===== src/pkg/plpc_pkg.sv =====
`default_nettype none
package plpc_pkg;

  // ==========================================================================
  // Widths and line size
  // ==========================================================================
  localparam int WORD_W    = 16;
  localparam int CHAR_W    = 7;
  localparam int LINE_COLS = 132;
  localparam int COL_W     = 8;

  // ==========================================================================
  // Output command word fields (word bit 0 is the most significant bit)
  // ==========================================================================
  localparam int CMD_XFER_POS = 15;
  localparam int CMD_DCON_POS = 13;
  localparam int CMD_SCON_POS = 12;
  localparam int CMD_EOB_POS  = 11;
  localparam int CMD_TERM_POS = 10;
  localparam int CMD_FMT_POS  = 9;
  localparam int MOT_HI       = 6;
  localparam int MOT_LO       = 0;
  localparam logic [6:0] MOT_CODE_LINE = 7'h0A;
  localparam logic [6:0] MOT_CODE_TOF  = 7'h0C;

  // ==========================================================================
  // Instruction word device address fields
  // ==========================================================================
  localparam int ADR_GRP_HI  = 9;
  localparam int ADR_GRP_LO  = 8;
  localparam int ADR_UNIT_HI = 3;
  localparam int ADR_UNIT_LO = 0;

  // ==========================================================================
  // Status word bit positions
  // ==========================================================================
  localparam int ST_OK_POS   = 15;
  localparam int ST_INOP_POS = 12;
  localparam int ST_BUSY_POS = 8;
  localparam int ST_NRDY_POS = 7;
  localparam int ST_PLOW_POS = 6;
  localparam int ST_BOF_POS  = 5;
  localparam int ST_HOLD_POS = 3;

  // ==========================================================================
  // Types
  // ==========================================================================
  typedef enum logic [1:0] {
    PLPC_FN_NONE   = 2'b00,
    PLPC_FN_CMD    = 2'b01,
    PLPC_FN_DATA   = 2'b10,
    PLPC_FN_STATUS = 2'b11
  } plpc_func_e;

  typedef enum logic [1:0] {
    PLPC_MOT_NONE = 2'b00,
    PLPC_MOT_LINE = 2'b01,
    PLPC_MOT_TOF  = 2'b10
  } plpc_motion_e;

  typedef enum logic [2:0] {
    PLPC_ST_IDLE  = 3'b000,
    PLPC_ST_XFER  = 3'b001,
    PLPC_ST_PRINT = 3'b010,
    PLPC_ST_FEED  = 3'b011,
    PLPC_ST_ADV   = 3'b100
  } plpc_state_e;

  typedef struct packed {
    logic                valid;
    plpc_func_e          func;
    logic [WORD_W-1:0]   word;
    logic [WORD_W-1:0]   data;
  } plpc_io_req_s;

  typedef struct packed {
    logic power_ok;
    logic selected;
    logic paper_low;
    logic bottom_of_form;
    logic fault;
  } plpc_sense_s;

endpackage
`default_nettype wire


===== src/plpc_irq_chan.sv =====
`timescale 1ns/100ps
`default_nettype none
module plpc_irq_chan (
  input  wire logic mclk,
  input  wire logic sys_rst,
  input  wire logic conn_load,
  input  wire logic conn_val,
  input  wire logic set_evt,
  input  wire logic ack,
  output logic      irq
);
  logic connected_reg;
  logic pending_reg;
  logic conn_now;

  // ==========================================================================
  // Connection and pending flag
  // ==========================================================================
  always_ff @(posedge mclk) begin
    if (sys_rst) begin
      connected_reg <= 1'b0;
    end else if (conn_load) begin
      connected_reg <= conn_val;
    end
  end

  // A command that connects the channel also lets its own event through.
  assign conn_now = conn_load ? conn_val : connected_reg;

  // Disconnect drops the pending flag; otherwise a new event beats an ack.
  always_ff @(posedge mclk) begin
    if (sys_rst) begin
      pending_reg <= 1'b0;
    end else if (conn_load && !conn_val) begin
      pending_reg <= 1'b0;
    end else if (set_evt && conn_now) begin
      pending_reg <= 1'b1;
    end else if (ack) begin
      pending_reg <= 1'b0;
    end
  end

  assign irq = pending_reg;
endmodule
`default_nettype wire


===== src/plpc_line_buf.sv =====
`timescale 1ns/100ps
`default_nettype none
module plpc_line_buf #(
  parameter int COLS  = plpc_pkg::LINE_COLS,
  parameter int CW    = plpc_pkg::CHAR_W,
  parameter int AW    = plpc_pkg::COL_W
) (
  input  wire logic          mclk,
  input  wire logic          sys_rst,
  input  wire logic          clr,
  input  wire logic          wr_en,
  input  wire logic [CW-1:0] wr_char,
  input  wire logic [AW-1:0] rd_addr,
  output logic      [CW-1:0] rd_char,
  output logic      [AW-1:0] count,
  output logic               full
);
  logic [CW-1:0] mem [COLS];
  logic [AW-1:0] count_reg;

  // ==========================================================================
  // Column store
  // ==========================================================================
  always_ff @(posedge mclk) begin
    if (wr_en && !full) begin
      mem[count_reg] <= wr_char;
    end
  end

  always_ff @(posedge mclk) begin
    if (sys_rst || clr) begin
      count_reg <= '0;
    end else if (wr_en && !full) begin
      count_reg <= count_reg + AW'(1);
    end
  end

  // Columns past the stored line read as zero.
  always_ff @(posedge mclk) begin
    if (sys_rst) begin
      rd_char <= '0;
    end else if (rd_addr < count_reg) begin
      rd_char <= mem[rd_addr];
    end else begin
      rd_char <= '0;
    end
  end

  assign count = count_reg;
  assign full  = (count_reg == AW'(COLS));
endmodule
`default_nettype wire


===== src/plpc_ctrl.sv =====
// How it works
// - Characters arrive only through host instructions.
// - Transfer runs until terminate or 132 columns.
// - Transfer end prints, feeds, then raises service.
// - Command bit 2 connects or clears data interrupt.
// - Command bit 3 connects or clears service interrupt.
// - Control format moves paper without printing.
// - Bits 9-15 pick line feed or top form.
// - Finished paper advance raises connected service interrupt.
// - Data out stores one 7-bit ASCII character.
// - Respond only when group and unit match.
// - Bit 3 inoperable; bit 0 its inverse.
// - Bit 7 shows busy with transfer, print or advance.
// - Bit 8 low means buffer ready for data.
// - Bits 9, 10 paper low, bottom form.
// - Bit 12 hold; commands wait for select.
// - Buffer empty and end-of-block raise data interrupt.
// - Command end or malfunction while busy raises service interrupt.
// - Terminate while idle raises service interrupt at once.
`timescale 1ns/100ps
`default_nettype none
module plpc_ctrl #(
  parameter logic [1:0] DEV_GROUP = 2'h0,
  parameter logic [3:0] DEV_UNIT  = 4'h7
) (
  input  wire logic                           mclk,
  input  wire logic                           sys_rst,
  input  wire plpc_pkg::plpc_io_req_s         io_req,
  input  wire logic                           data_irq_ack,
  input  wire logic                           service_irq_ack,
  input  wire plpc_pkg::plpc_sense_s          sense,
  input  wire logic                           prn_done,
  input  wire logic [plpc_pkg::COL_W-1:0]     prn_col_addr,
  output logic                                data_irq,
  output logic                                service_irq,
  output logic [plpc_pkg::WORD_W-1:0]         status_word,
  output logic                                status_valid,
  output logic                                prn_print_req,
  output logic                                prn_move_req,
  output plpc_pkg::plpc_motion_e              prn_motion,
  output logic [plpc_pkg::CHAR_W-1:0]         prn_col_char,
  output logic [plpc_pkg::COL_W-1:0]          prn_line_len
);
  import plpc_pkg::*;

  plpc_state_e         state_reg;
  logic [WORD_W-1:0]   held_cmd_reg;
  logic                held_valid_reg;
  logic [CHAR_W-1:0]   char_reg;
  logic                char_full_reg;
  logic                addr_ok;
  logic                cmd_take;
  logic                data_take;
  logic                stat_take;
  logic                exec_now;
  logic [WORD_W-1:0]   exec_cmd;
  logic                is_xfer;
  logic                is_eob;
  logic                is_term;
  logic                is_fmt;
  logic                is_noop;
  logic [6:0]          mot_code;
  logic                mot_known;
  plpc_motion_e        mot_sel;
  logic                inop;
  logic                trouble;
  logic                busy;
  logic                buf_full;
  logic                buf_ready;
  logic                buf_clr;
  logic                data_set;
  logic                svc_set;
  logic                motion_end;

  // ==========================================================================
  // Instruction decode
  // ==========================================================================
  assign addr_ok = (io_req.word[ADR_GRP_HI:ADR_GRP_LO] == DEV_GROUP) &&
                   (io_req.word[ADR_UNIT_HI:ADR_UNIT_LO] == DEV_UNIT);
  assign cmd_take  = io_req.valid && addr_ok && (io_req.func == PLPC_FN_CMD);
  assign data_take = io_req.valid && addr_ok &&
                     (io_req.func == PLPC_FN_DATA);
  assign stat_take = io_req.valid && addr_ok &&
                     (io_req.func == PLPC_FN_STATUS);

  assign inop    = !sense.power_ok;
  assign trouble = inop || sense.fault;
  assign busy    = (state_reg != PLPC_ST_IDLE);

  // A command taken while in hold waits here until the printer is selected.
  always_ff @(posedge mclk) begin
    if (sys_rst) begin
      held_valid_reg <= 1'b0;
      held_cmd_reg   <= '0;
    end else if (cmd_take && (!sense.selected || held_valid_reg)) begin
      held_valid_reg <= 1'b1;
      held_cmd_reg   <= io_req.data;
    end else if (held_valid_reg && sense.selected) begin
      held_valid_reg <= 1'b0;
    end
  end

  always_comb begin
    exec_now = 1'b0;
    exec_cmd = io_req.data;
    if (held_valid_reg && sense.selected) begin
      exec_now = 1'b1;
      exec_cmd = held_cmd_reg;
    end else if (cmd_take && sense.selected) begin
      exec_now = 1'b1;
    end
  end

  assign is_xfer = exec_cmd[CMD_XFER_POS];
  assign is_eob  = !is_xfer && exec_cmd[CMD_EOB_POS];
  assign is_term = !is_xfer && exec_cmd[CMD_TERM_POS];
  assign is_fmt  = !is_xfer && !is_eob && !is_term && exec_cmd[CMD_FMT_POS];
  assign is_noop = !is_xfer && !is_eob && !is_term && !is_fmt;
  assign mot_code = exec_cmd[MOT_HI:MOT_LO];

  always_comb begin
    mot_known = 1'b1;
    mot_sel   = PLPC_MOT_NONE;
    if (mot_code == MOT_CODE_LINE) begin
      mot_sel = PLPC_MOT_LINE;
    end else if (mot_code == MOT_CODE_TOF) begin
      mot_sel = PLPC_MOT_TOF;
    end else begin
      mot_known = 1'b0;
    end
  end

  // ==========================================================================
  // Character holding register
  // ==========================================================================
  assign buf_ready = (state_reg == PLPC_ST_XFER) && !char_full_reg &&
                     !buf_full;

  // A character sent while the buffer is not ready is dropped.
  always_ff @(posedge mclk) begin
    if (sys_rst) begin
      char_full_reg <= 1'b0;
      char_reg      <= '0;
    end else if (data_take && buf_ready) begin
      char_full_reg <= 1'b1;
      char_reg      <= io_req.data[CHAR_W-1:0];
    end else begin
      char_full_reg <= 1'b0;
    end
  end

  assign buf_clr = (state_reg == PLPC_ST_IDLE) && exec_now && is_xfer;

  plpc_line_buf u_line_buf (
    .mclk    (mclk),
    .sys_rst (sys_rst),
    .clr     (buf_clr),
    .wr_en   (char_full_reg),
    .wr_char (char_reg),
    .rd_addr (prn_col_addr),
    .rd_char (prn_col_char),
    .count   (prn_line_len),
    .full    (buf_full)
  );

  // ==========================================================================
  // Command sequencer
  // ==========================================================================
  always_ff @(posedge mclk) begin
    if (sys_rst) begin
      state_reg     <= PLPC_ST_IDLE;
      prn_print_req <= 1'b0;
      prn_move_req  <= 1'b0;
      prn_motion    <= PLPC_MOT_NONE;
    end else begin
      prn_print_req <= 1'b0;
      prn_move_req  <= 1'b0;
      case (state_reg)
        PLPC_ST_IDLE: begin
          if (exec_now && is_xfer && !trouble) begin
            state_reg <= PLPC_ST_XFER;
          end else if (exec_now && is_fmt && mot_known && !trouble) begin
            state_reg    <= PLPC_ST_ADV;
            prn_move_req <= 1'b1;
            prn_motion   <= mot_sel;
          end
        end
        PLPC_ST_XFER: begin
          if (trouble) begin
            state_reg <= PLPC_ST_IDLE;
          end else if ((exec_now && is_term) || buf_full) begin
            state_reg     <= PLPC_ST_PRINT;
            prn_print_req <= 1'b1;
          end
        end
        PLPC_ST_PRINT: begin
          if (trouble) begin
            state_reg <= PLPC_ST_IDLE;
          end else if (prn_done) begin
            state_reg    <= PLPC_ST_FEED;
            prn_move_req <= 1'b1;
            prn_motion   <= PLPC_MOT_LINE;
          end
        end
        PLPC_ST_FEED, PLPC_ST_ADV: begin
          if (trouble || prn_done) begin
            state_reg <= PLPC_ST_IDLE;
          end
        end
        default: begin
          state_reg <= PLPC_ST_IDLE;
        end
      endcase
    end
  end

  // ==========================================================================
  // Interrupt events
  // ==========================================================================
  assign motion_end = ((state_reg == PLPC_ST_FEED) ||
                       (state_reg == PLPC_ST_ADV)) && prn_done && !trouble;
  assign data_set = buf_clr || char_full_reg ||
                    (exec_now && is_eob);
  assign svc_set  = motion_end || (busy && trouble) ||
                    (exec_now && is_term && !busy);

  plpc_irq_chan u_data_irq (
    .mclk      (mclk),
    .sys_rst   (sys_rst),
    .conn_load (exec_now),
    .conn_val  (exec_cmd[CMD_DCON_POS]),
    .set_evt   (data_set),
    .ack       (data_irq_ack),
    .irq       (data_irq)
  );

  plpc_irq_chan u_svc_irq (
    .mclk      (mclk),
    .sys_rst   (sys_rst),
    .conn_load (exec_now),
    .conn_val  (exec_cmd[CMD_SCON_POS]),
    .set_evt   (svc_set),
    .ack       (service_irq_ack),
    .irq       (service_irq)
  );

  // ==========================================================================
  // Status word
  // ==========================================================================
  always_ff @(posedge mclk) begin
    if (sys_rst) begin
      status_word  <= '0;
      status_valid <= 1'b0;
    end else begin
      status_valid <= stat_take;
      if (stat_take) begin
        status_word              <= '0;
        status_word[ST_OK_POS]   <= !inop;
        status_word[ST_INOP_POS] <= inop;
        status_word[ST_BUSY_POS] <= busy;
        status_word[ST_NRDY_POS] <= !buf_ready;
        status_word[ST_PLOW_POS] <= sense.paper_low;
        status_word[ST_BOF_POS]  <= sense.bottom_of_form;
        status_word[ST_HOLD_POS] <= sense.power_ok &&
                                    !sense.selected;
      end
    end
  end
endmodule
`default_nettype wire


===== config.mk =====
export PLATFORM = sky130hd
export DESIGN_NAME = plpc_ctrl
export DESIGN_NICKNAME = d
export VERILOG_FILES = /design/src/pkg/plpc_pkg.sv /design/src/plpc_irq_chan.sv /design/src/plpc_line_buf.sv /design/src/plpc_ctrl.sv
export SDC_FILE = /design/constraint.sdc
export NUM_CORES = 1
export LEC_CHECK = 0
export CAP_MARGIN = 15
export CORE_MARGIN = 2
export CORE_UTILIZATION = 45
export DETAILED_ROUTE_END_ITERATION = 12
export DONT_BUFFER_PORTS = 1
export MAX_ROUTING_LAYER = met4
export SETUP_SLACK_MARGIN = 0.1
export SKIP_LAST_GASP = 1
export SLEW_MARGIN = 20
export SYNTH_ARGS = -nofsm -noshare
export SYNTH_HDL_FRONTEND = slang
export SYNTH_SLANG_ARGS = --single-unit
export TNS_END_PERCENT = 20

===== constraint.sdc =====
create_clock -name mclk -period 3.2 [get_ports mclk]
set_input_delay 0.96 -clock mclk [delete_from_list [all_inputs] [get_ports mclk]]
set_output_delay 0.96 -clock mclk [all_outputs]
set_load 0.1 [all_outputs]

# After elaboration in Yosys (flattened, before gate mapping)
# Memory sizes are Yosys's and may differ from the RTL's. A register that Yosys moved wholly into a read port is not among the register bits.
# Cells that the tools add are included.
dict set report word_totals {
  reg_bits 52
  mem_bits_rw 924
  input_bits 53
  output_inout_bits 38
  wordCells 147
  mem_count 1
}
dict set report classes {
  n_addsub 1
  order_cmp 1
  n_eq_ne 19
  mux 37
  bitwise_logic 2
  reduce_logical 71
}
# name words word_bits read_ports rd_clocked_by_memory_dff wr line_no
set mem_list {}
lappend mem_list {u_line_buf.mem 132 7 1 1 1 plpc_line_buf.sv:18} ;# logic [CW-1:0] mem [COLS];
# operator count
set op_table {}
lappend op_table {{logical AND 1 bit} 35}
lappend op_table {{two-way mux 3 bit} 7}
lappend op_table {{two-way mux 1 bit} 20}
lappend op_table {{two-way mux 16 bit} 1}
lappend op_table {{== test 7 x 4 -> 1 bit (second input constant)} 2}
lappend op_table {{zero test 1 bit} 12}
lappend op_table {{two-way mux 2 bit} 6}
lappend op_table {{case mux 3 bit (4 select lines)} 1}
lappend op_table {{logical OR 1 bit} 10}
lappend op_table {{adder 8 x 1 -> 8 bit (second input constant)} 1}
lappend op_table {{== test 8 bit (second input constant)} 1}
lappend op_table {{less-than comparator 8 bit} 1}
lappend op_table {{inequality test 2 bit (second input constant)} 4}
lappend op_table {{nonzero test 2 bit} 4}
lappend op_table {{OR reduction 2 bit} 4}
lappend op_table {{== test 3 x 2 -> 1 bit (second input constant)} 2}
lappend op_table {{AND reduction 5 bit} 1}
lappend op_table {{== test 2 bit (second input constant)} 2}
lappend op_table {{== test 4 x 3 -> 1 bit (second input constant)} 1}
lappend op_table {{case mux 2 bit (2 select lines)} 1}
lappend op_table {{AND reduction 4 bit} 1}
lappend op_table {{== test 3 x 1 -> 1 bit (second input constant)} 1}
lappend op_table {{== test 3 bit (second input constant)} 1}
lappend op_table {{zero test 3 bit} 1}
lappend op_table {{10 further kinds} 11}

# Logic depth before layout (Yosys ltp)
dict set report depth {
  word_depth 14
  mapped_depth 11
  ltp_nobuf 8
}

# By module
# Synthesis repeated with hierarchy kept, for this count alone.
dict set report hier_totals {
  cells_unflattened 1979
  area_unflattened_um2 39002.4
}
# mod n_inst cells_per_inst area_per_inst_um2 seq_area_each_um2
set modules_own_cells {}
lappend modules_own_cells {plpc_line_buf 1 1749 36976.7 28046.9}
lappend modules_own_cells {plpc_ctrl 1 214 1850.5 740.7}
lappend modules_own_cells {plpc_irq_chan 2 8 87.6 40.0}

# Least setup slack after synthesis
# No wires, ideal clock.
dict set report synth_timing {
  path_type {reg2reg}
  startpoint {reg u_line_buf.count_reg[0] (netlist: u_line_buf.count[0])}
  endpoint {mem u_line_buf.mem[101][0] in the netlist's numbering, enable pin}
  setup_ps 361
  arrival_time_ps 2564
  path_slack_ps 275
  path_stages_with_launch 7
  n_path_buf 1
  synth_period_minus_slack_ps 2925
  path_cell_list {dfxtp_1 > inv_1 > ha_1 > clkbuf_1 > a21boi_0 > nand3_1 > nor2_1}
}
dict set report synth_via {
  elab_chain_cells 5
}
# item line_no
set synth_lines {}
lappend synth_lines {{start, declared} plpc_line_buf.sv:19} ;# logic [AW-1:0] count_reg;
lappend synth_lines {{start signal, assigned} plpc_line_buf.sv:34} ;# count_reg <= count_reg + AW'(1);
lappend synth_lines {{== test 8 bit} plpc_line_buf.sv:50} ;# assign full = (count_reg == AW'(COLS));
lappend synth_lines {{zero test 1 bit} plpc_line_buf.sv:25} ;# if (wr_en && !full) begin
lappend synth_lines {{logical AND 1 bit} plpc_line_buf.sv:25}
lappend synth_lines {{two-way mux 1 bit} plpc_line_buf.sv:25}
lappend synth_lines {{two-way mux 1 bit (not written as such)} plpc_line_buf.sv:26} ;# mem[count_reg] <= wr_char;
lappend synth_lines {{end, declared} plpc_line_buf.sv:18}
# Several ways; a longest one is shown, not always the timed one.

# Worst setup path in the final report
dict set report layout_timing {
  startpoint {in prn_col_addr[0] in the netlist's numbering}
  endpoint {reg u_line_buf.rd_char[6] (read register of u_line_buf.mem)}
}
dict set report layout_via {
  elab_chain_cells 3
}
# item line_no
set layout_lines {}
lappend layout_lines {{start, declared} plpc_ctrl.sv:33} ;# input wire logic [plpc_pkg::COL_W-1:0] prn_col_addr,
lappend layout_lines {{less-than comparator 8 bit} plpc_line_buf.sv:42} ;# end else if (rd_addr < count_reg) begin
lappend layout_lines {{inverter 1 bit (no source line)} --}
lappend layout_lines {{OR reduction 2 bit (no source line)} --}
lappend layout_lines {{end, declared} plpc_line_buf.sv:14} ;# output logic [CW-1:0] rd_char,
# Several ways; a longest one is shown, not always the timed one.
# A chain may end at the register's enable or synchronous reset.

==> reports/qor.yml <==
global_routing:
  grt_pass1_wl_um: 139000
  grt_max_degree: 232
  grt_pass1_vias: 20200
  overflow: 0
  gr-usage-met2_pct: 33.3
  track_usage_pct: 21.9
  use_met1_pct: 31.2
  antenna_found_initial: 1
  gr-usage-met3_pct: 3.27
  busiest_layer: "met2"
synthesis:
  synth-seq-cells: 980
  ys_warn_count: 0
  synth_area_um2: 39100
  synthArstFlopShare_pct: 0
  yosys.area_share.simple_pct: 4.75
  synth_cells: 2053
  synthDistinctLibCells: 75
  synth_xor_area_share_pct: 0.179
  postSynthAreaPerCell_um2: 19.0
  synth_compound_area_share_pct: 3.51
  synth_top_family_by_area: "multiplexers"
  synth_edf_count: 924
  synth_top_flop_cell: "edfxtp_1"
  synthMuxAreaShare_pct: 15.1
  synthAdderAreaFrac_pct: 0.378
  seq_area_frac_synth_pct: 73.9
route:
  drc: 0
  viasPerCell: 5.94
  drt_iter0_drc: 2355
  antenna_left: 0
  vias: 20100
  routed_wl_um: 94800
  avgRoutedWirePerCell_um: 28.0
  drt_pre_antenna_iters: 5
place:
  gp_congestion: 0.829
  post-place-ws_ns: -0.0179
  placed_area_um2: 40600
  port_buffers: 0
  dp_hpwl_um: 57000
  placed_cells: 3201
worst_setup_path:
  critPathMaxFanout: 231
  worstSetupStartpointType: "primary input"
  endpoint_kind: "register"
  crit_required_ns: 3.74
  crit_type: "in2reg"
  worst_ep_arrival_time_ns: 3.65
die:
  ioPinCount: 91
  coreArea_um2: 86500
  fp-row-count: 108
  fp.dieW_um: 299
  die_area_um2: 89200
  initial_core_util_pct: 45.2
  die_y_um: 299
power:
  sequentialPowerShare_pct: 53.6
  power.total_mw: 25.8
  p_leak_nw: 11.5
  p_sw_share_pct: 19.8
  power_switching_mw: 5.11
  cellInternalPower_mw: 20.7
  combinationalPowerShare_pct: 1.9
  vdd_drop_max_v: 0.000437
  power_frac_clock_pct: 44.5
  power_density_nw_per_um2: 587
layout:
  final_util_pct: 50.7
  antenna_cells: 0
  fin_cells: 3389
  multi_input_area_um2: 9390
  layout_common_cells: "edfxtp_1, nor2_1, mux4_2"
  drive_gt1_share_pct: 20.5
  layout_commonest_cell: "edfxtp_1"
  n_fill_cell: 6994
  syn2layout_area_growth_pct: 12.3
  largest_register_ffs: 924
  fin_area_um2: 43900
  regArea_um2: 28900
  finish.net_count: 2214
clock_tree:
  cts_tree: "done"
  cts_buffers: 102
  clock_latency_ns: 0.67
  cts_resized: 0
  cts.path.max_buffers: 3
  post-cts-setup-buffer-count: 0
  root_buffer: "clkbuf_16"
  clock_sinks: 980
  cts.clk_slew.worst_paths_ns: 0.06
  ctsHoldBuffers: 0
  ctsHtreeMaxLevel: 3
sta:
  finClkSkew_ns: 0.0410
  fin_setup_tns_ns: 0
  setup_slack_ns: 0.0937
  post-route-min-period_ns: 3.11
  rsz0062_at_grt: "no"
  setup_viol: 0
  relSlewSlack_pct: 33.4
  tightest_slew_ns: 0.998
  fmax_mhz: 322
  hold_viol: 0
  hold_ws_ns: 0.356
  slew_viol_final: 0
  period_share_pct: 97.1
worst_hold_path:
  hold_path_class: "in2reg"
run_status:
  run_status: "finished, final reports clean"
flow_run:
  drv_cap: 0
-- metal layers --
metal	routed length, um	vias up
li1	-	8566
met1	40700	10600
met2	44700	823
met3	6690	169
met4	2640	0
met5	0	-
-- worst max-delay path, stage by stage --
cell       delay, ns
mux4_2          0.76
mux2i_1         0.28
a21oi_1         0.18
a2111oi_0       0.78
buf_4           0.23
a211oi_1        0.04
-- final cells by class --
cell class              count  share of cell area (%)
inverters                  17                   0.145
flip-flops and latches    980                    65.9
repair buffers            103                    1.93
clock buffers             142                    6.52
well taps                1155                    3.29
clock inverters            46                   0.861
multi-input cells         946                    21.4
-- power by group through the flow --
stage	Clock, mW	Sequential, mW	Combinational (mW)
6_report	11.5	13.8	0.484
3_3_place_gp	0	14.1	0.472
2_1_floorplan	0	14.1	0.511
3_5_place_dp	0	14.1	0.474
5_1_grt	12.1	13.8	0.496
4_1_cts	11.6	13.8	0.475
-- kinds of logic (layout without fill, tap and decap cells) --
logic type | Yosys count | count (layout)
AOI/OAI and AO/OA | 197 | 197
xor gates and xnor gates | 8 | 8
adders and majority gates | 12 | 12
buffers and inverters | 135 | 308
DFF | 980 | 980
and+or+nand+nor | 399 | 399
muxes | 321 | 321
other | 1 | 9
-- synthesized netlist by cell type, drive strengths merged, types with 3 or more instances --
| cell type | instances | area share, % |
|---|---|---|
| a2111oi | 6 | 0.14 |
| a211oi | 19 | 0.36 |
| a21boi | 3 | 0.067 |
| a21o | 3 | 0.058 |
| a21oi | 46 | 0.60 |
| a221oi | 3 | 0.067 |
| a22o | 3 | 0.067 |
| a22oi | 35 | 0.70 |
| a31oi | 12 | 0.19 |
| and2 | 7 | 0.12 |
| buf | 86 | 1.7 |
| clkbuf | 32 | 0.31 |
| dfxtp | 56 | 2.9 |
| edfxtp | 924 | 71 |
| ha | 11 | 0.35 |
| inv | 16 | 0.15 |
| mux2 | 5 | 0.14 |
| mux2i | 108 | 2.8 |
| mux4 | 208 | 12 |
| nand2 | 41 | 0.39 |
| nand2b | 15 | 0.24 |
| nand3 | 39 | 0.50 |
| nand3b | 4 | 0.077 |
| nand4 | 11 | 0.18 |
| nand4b | 4 | 0.090 |
| nor2 | 209 | 2.0 |
| nor2b | 21 | 0.34 |
| nor3 | 15 | 0.19 |
| nor3b | 5 | 0.096 |
| nor4 | 11 | 0.18 |
| nor4b | 5 | 0.13 |
| o211ai | 9 | 0.17 |
| o21a | 3 | 0.058 |
| o21ai | 16 | 0.21 |
| o221ai | 10 | 0.22 |
| o22ai | 11 | 0.18 |
| o311ai | 3 | 0.067 |
| or3 | 3 | 0.048 |
| xnor2 | 6 | 0.13 |
-- worst paths after layout --
kind | end | from | slack (ns) | depth (start not counted)
hold reg to reg | u_data_irq.connected_reg | u_data_irq.connected_reg | 0.49 | 1
setup / recovery | u_line_buf.rd_char[6] | prn_col_addr[0] | 0.09 | 6
hold / removal | char_reg[4] | sys_rst | 0.36 | 1
setup reg to reg | u_line_buf.rd_char[0] | u_line_buf.count[2] | 0.54 | 10
Power figures use the tool's default switching activity.
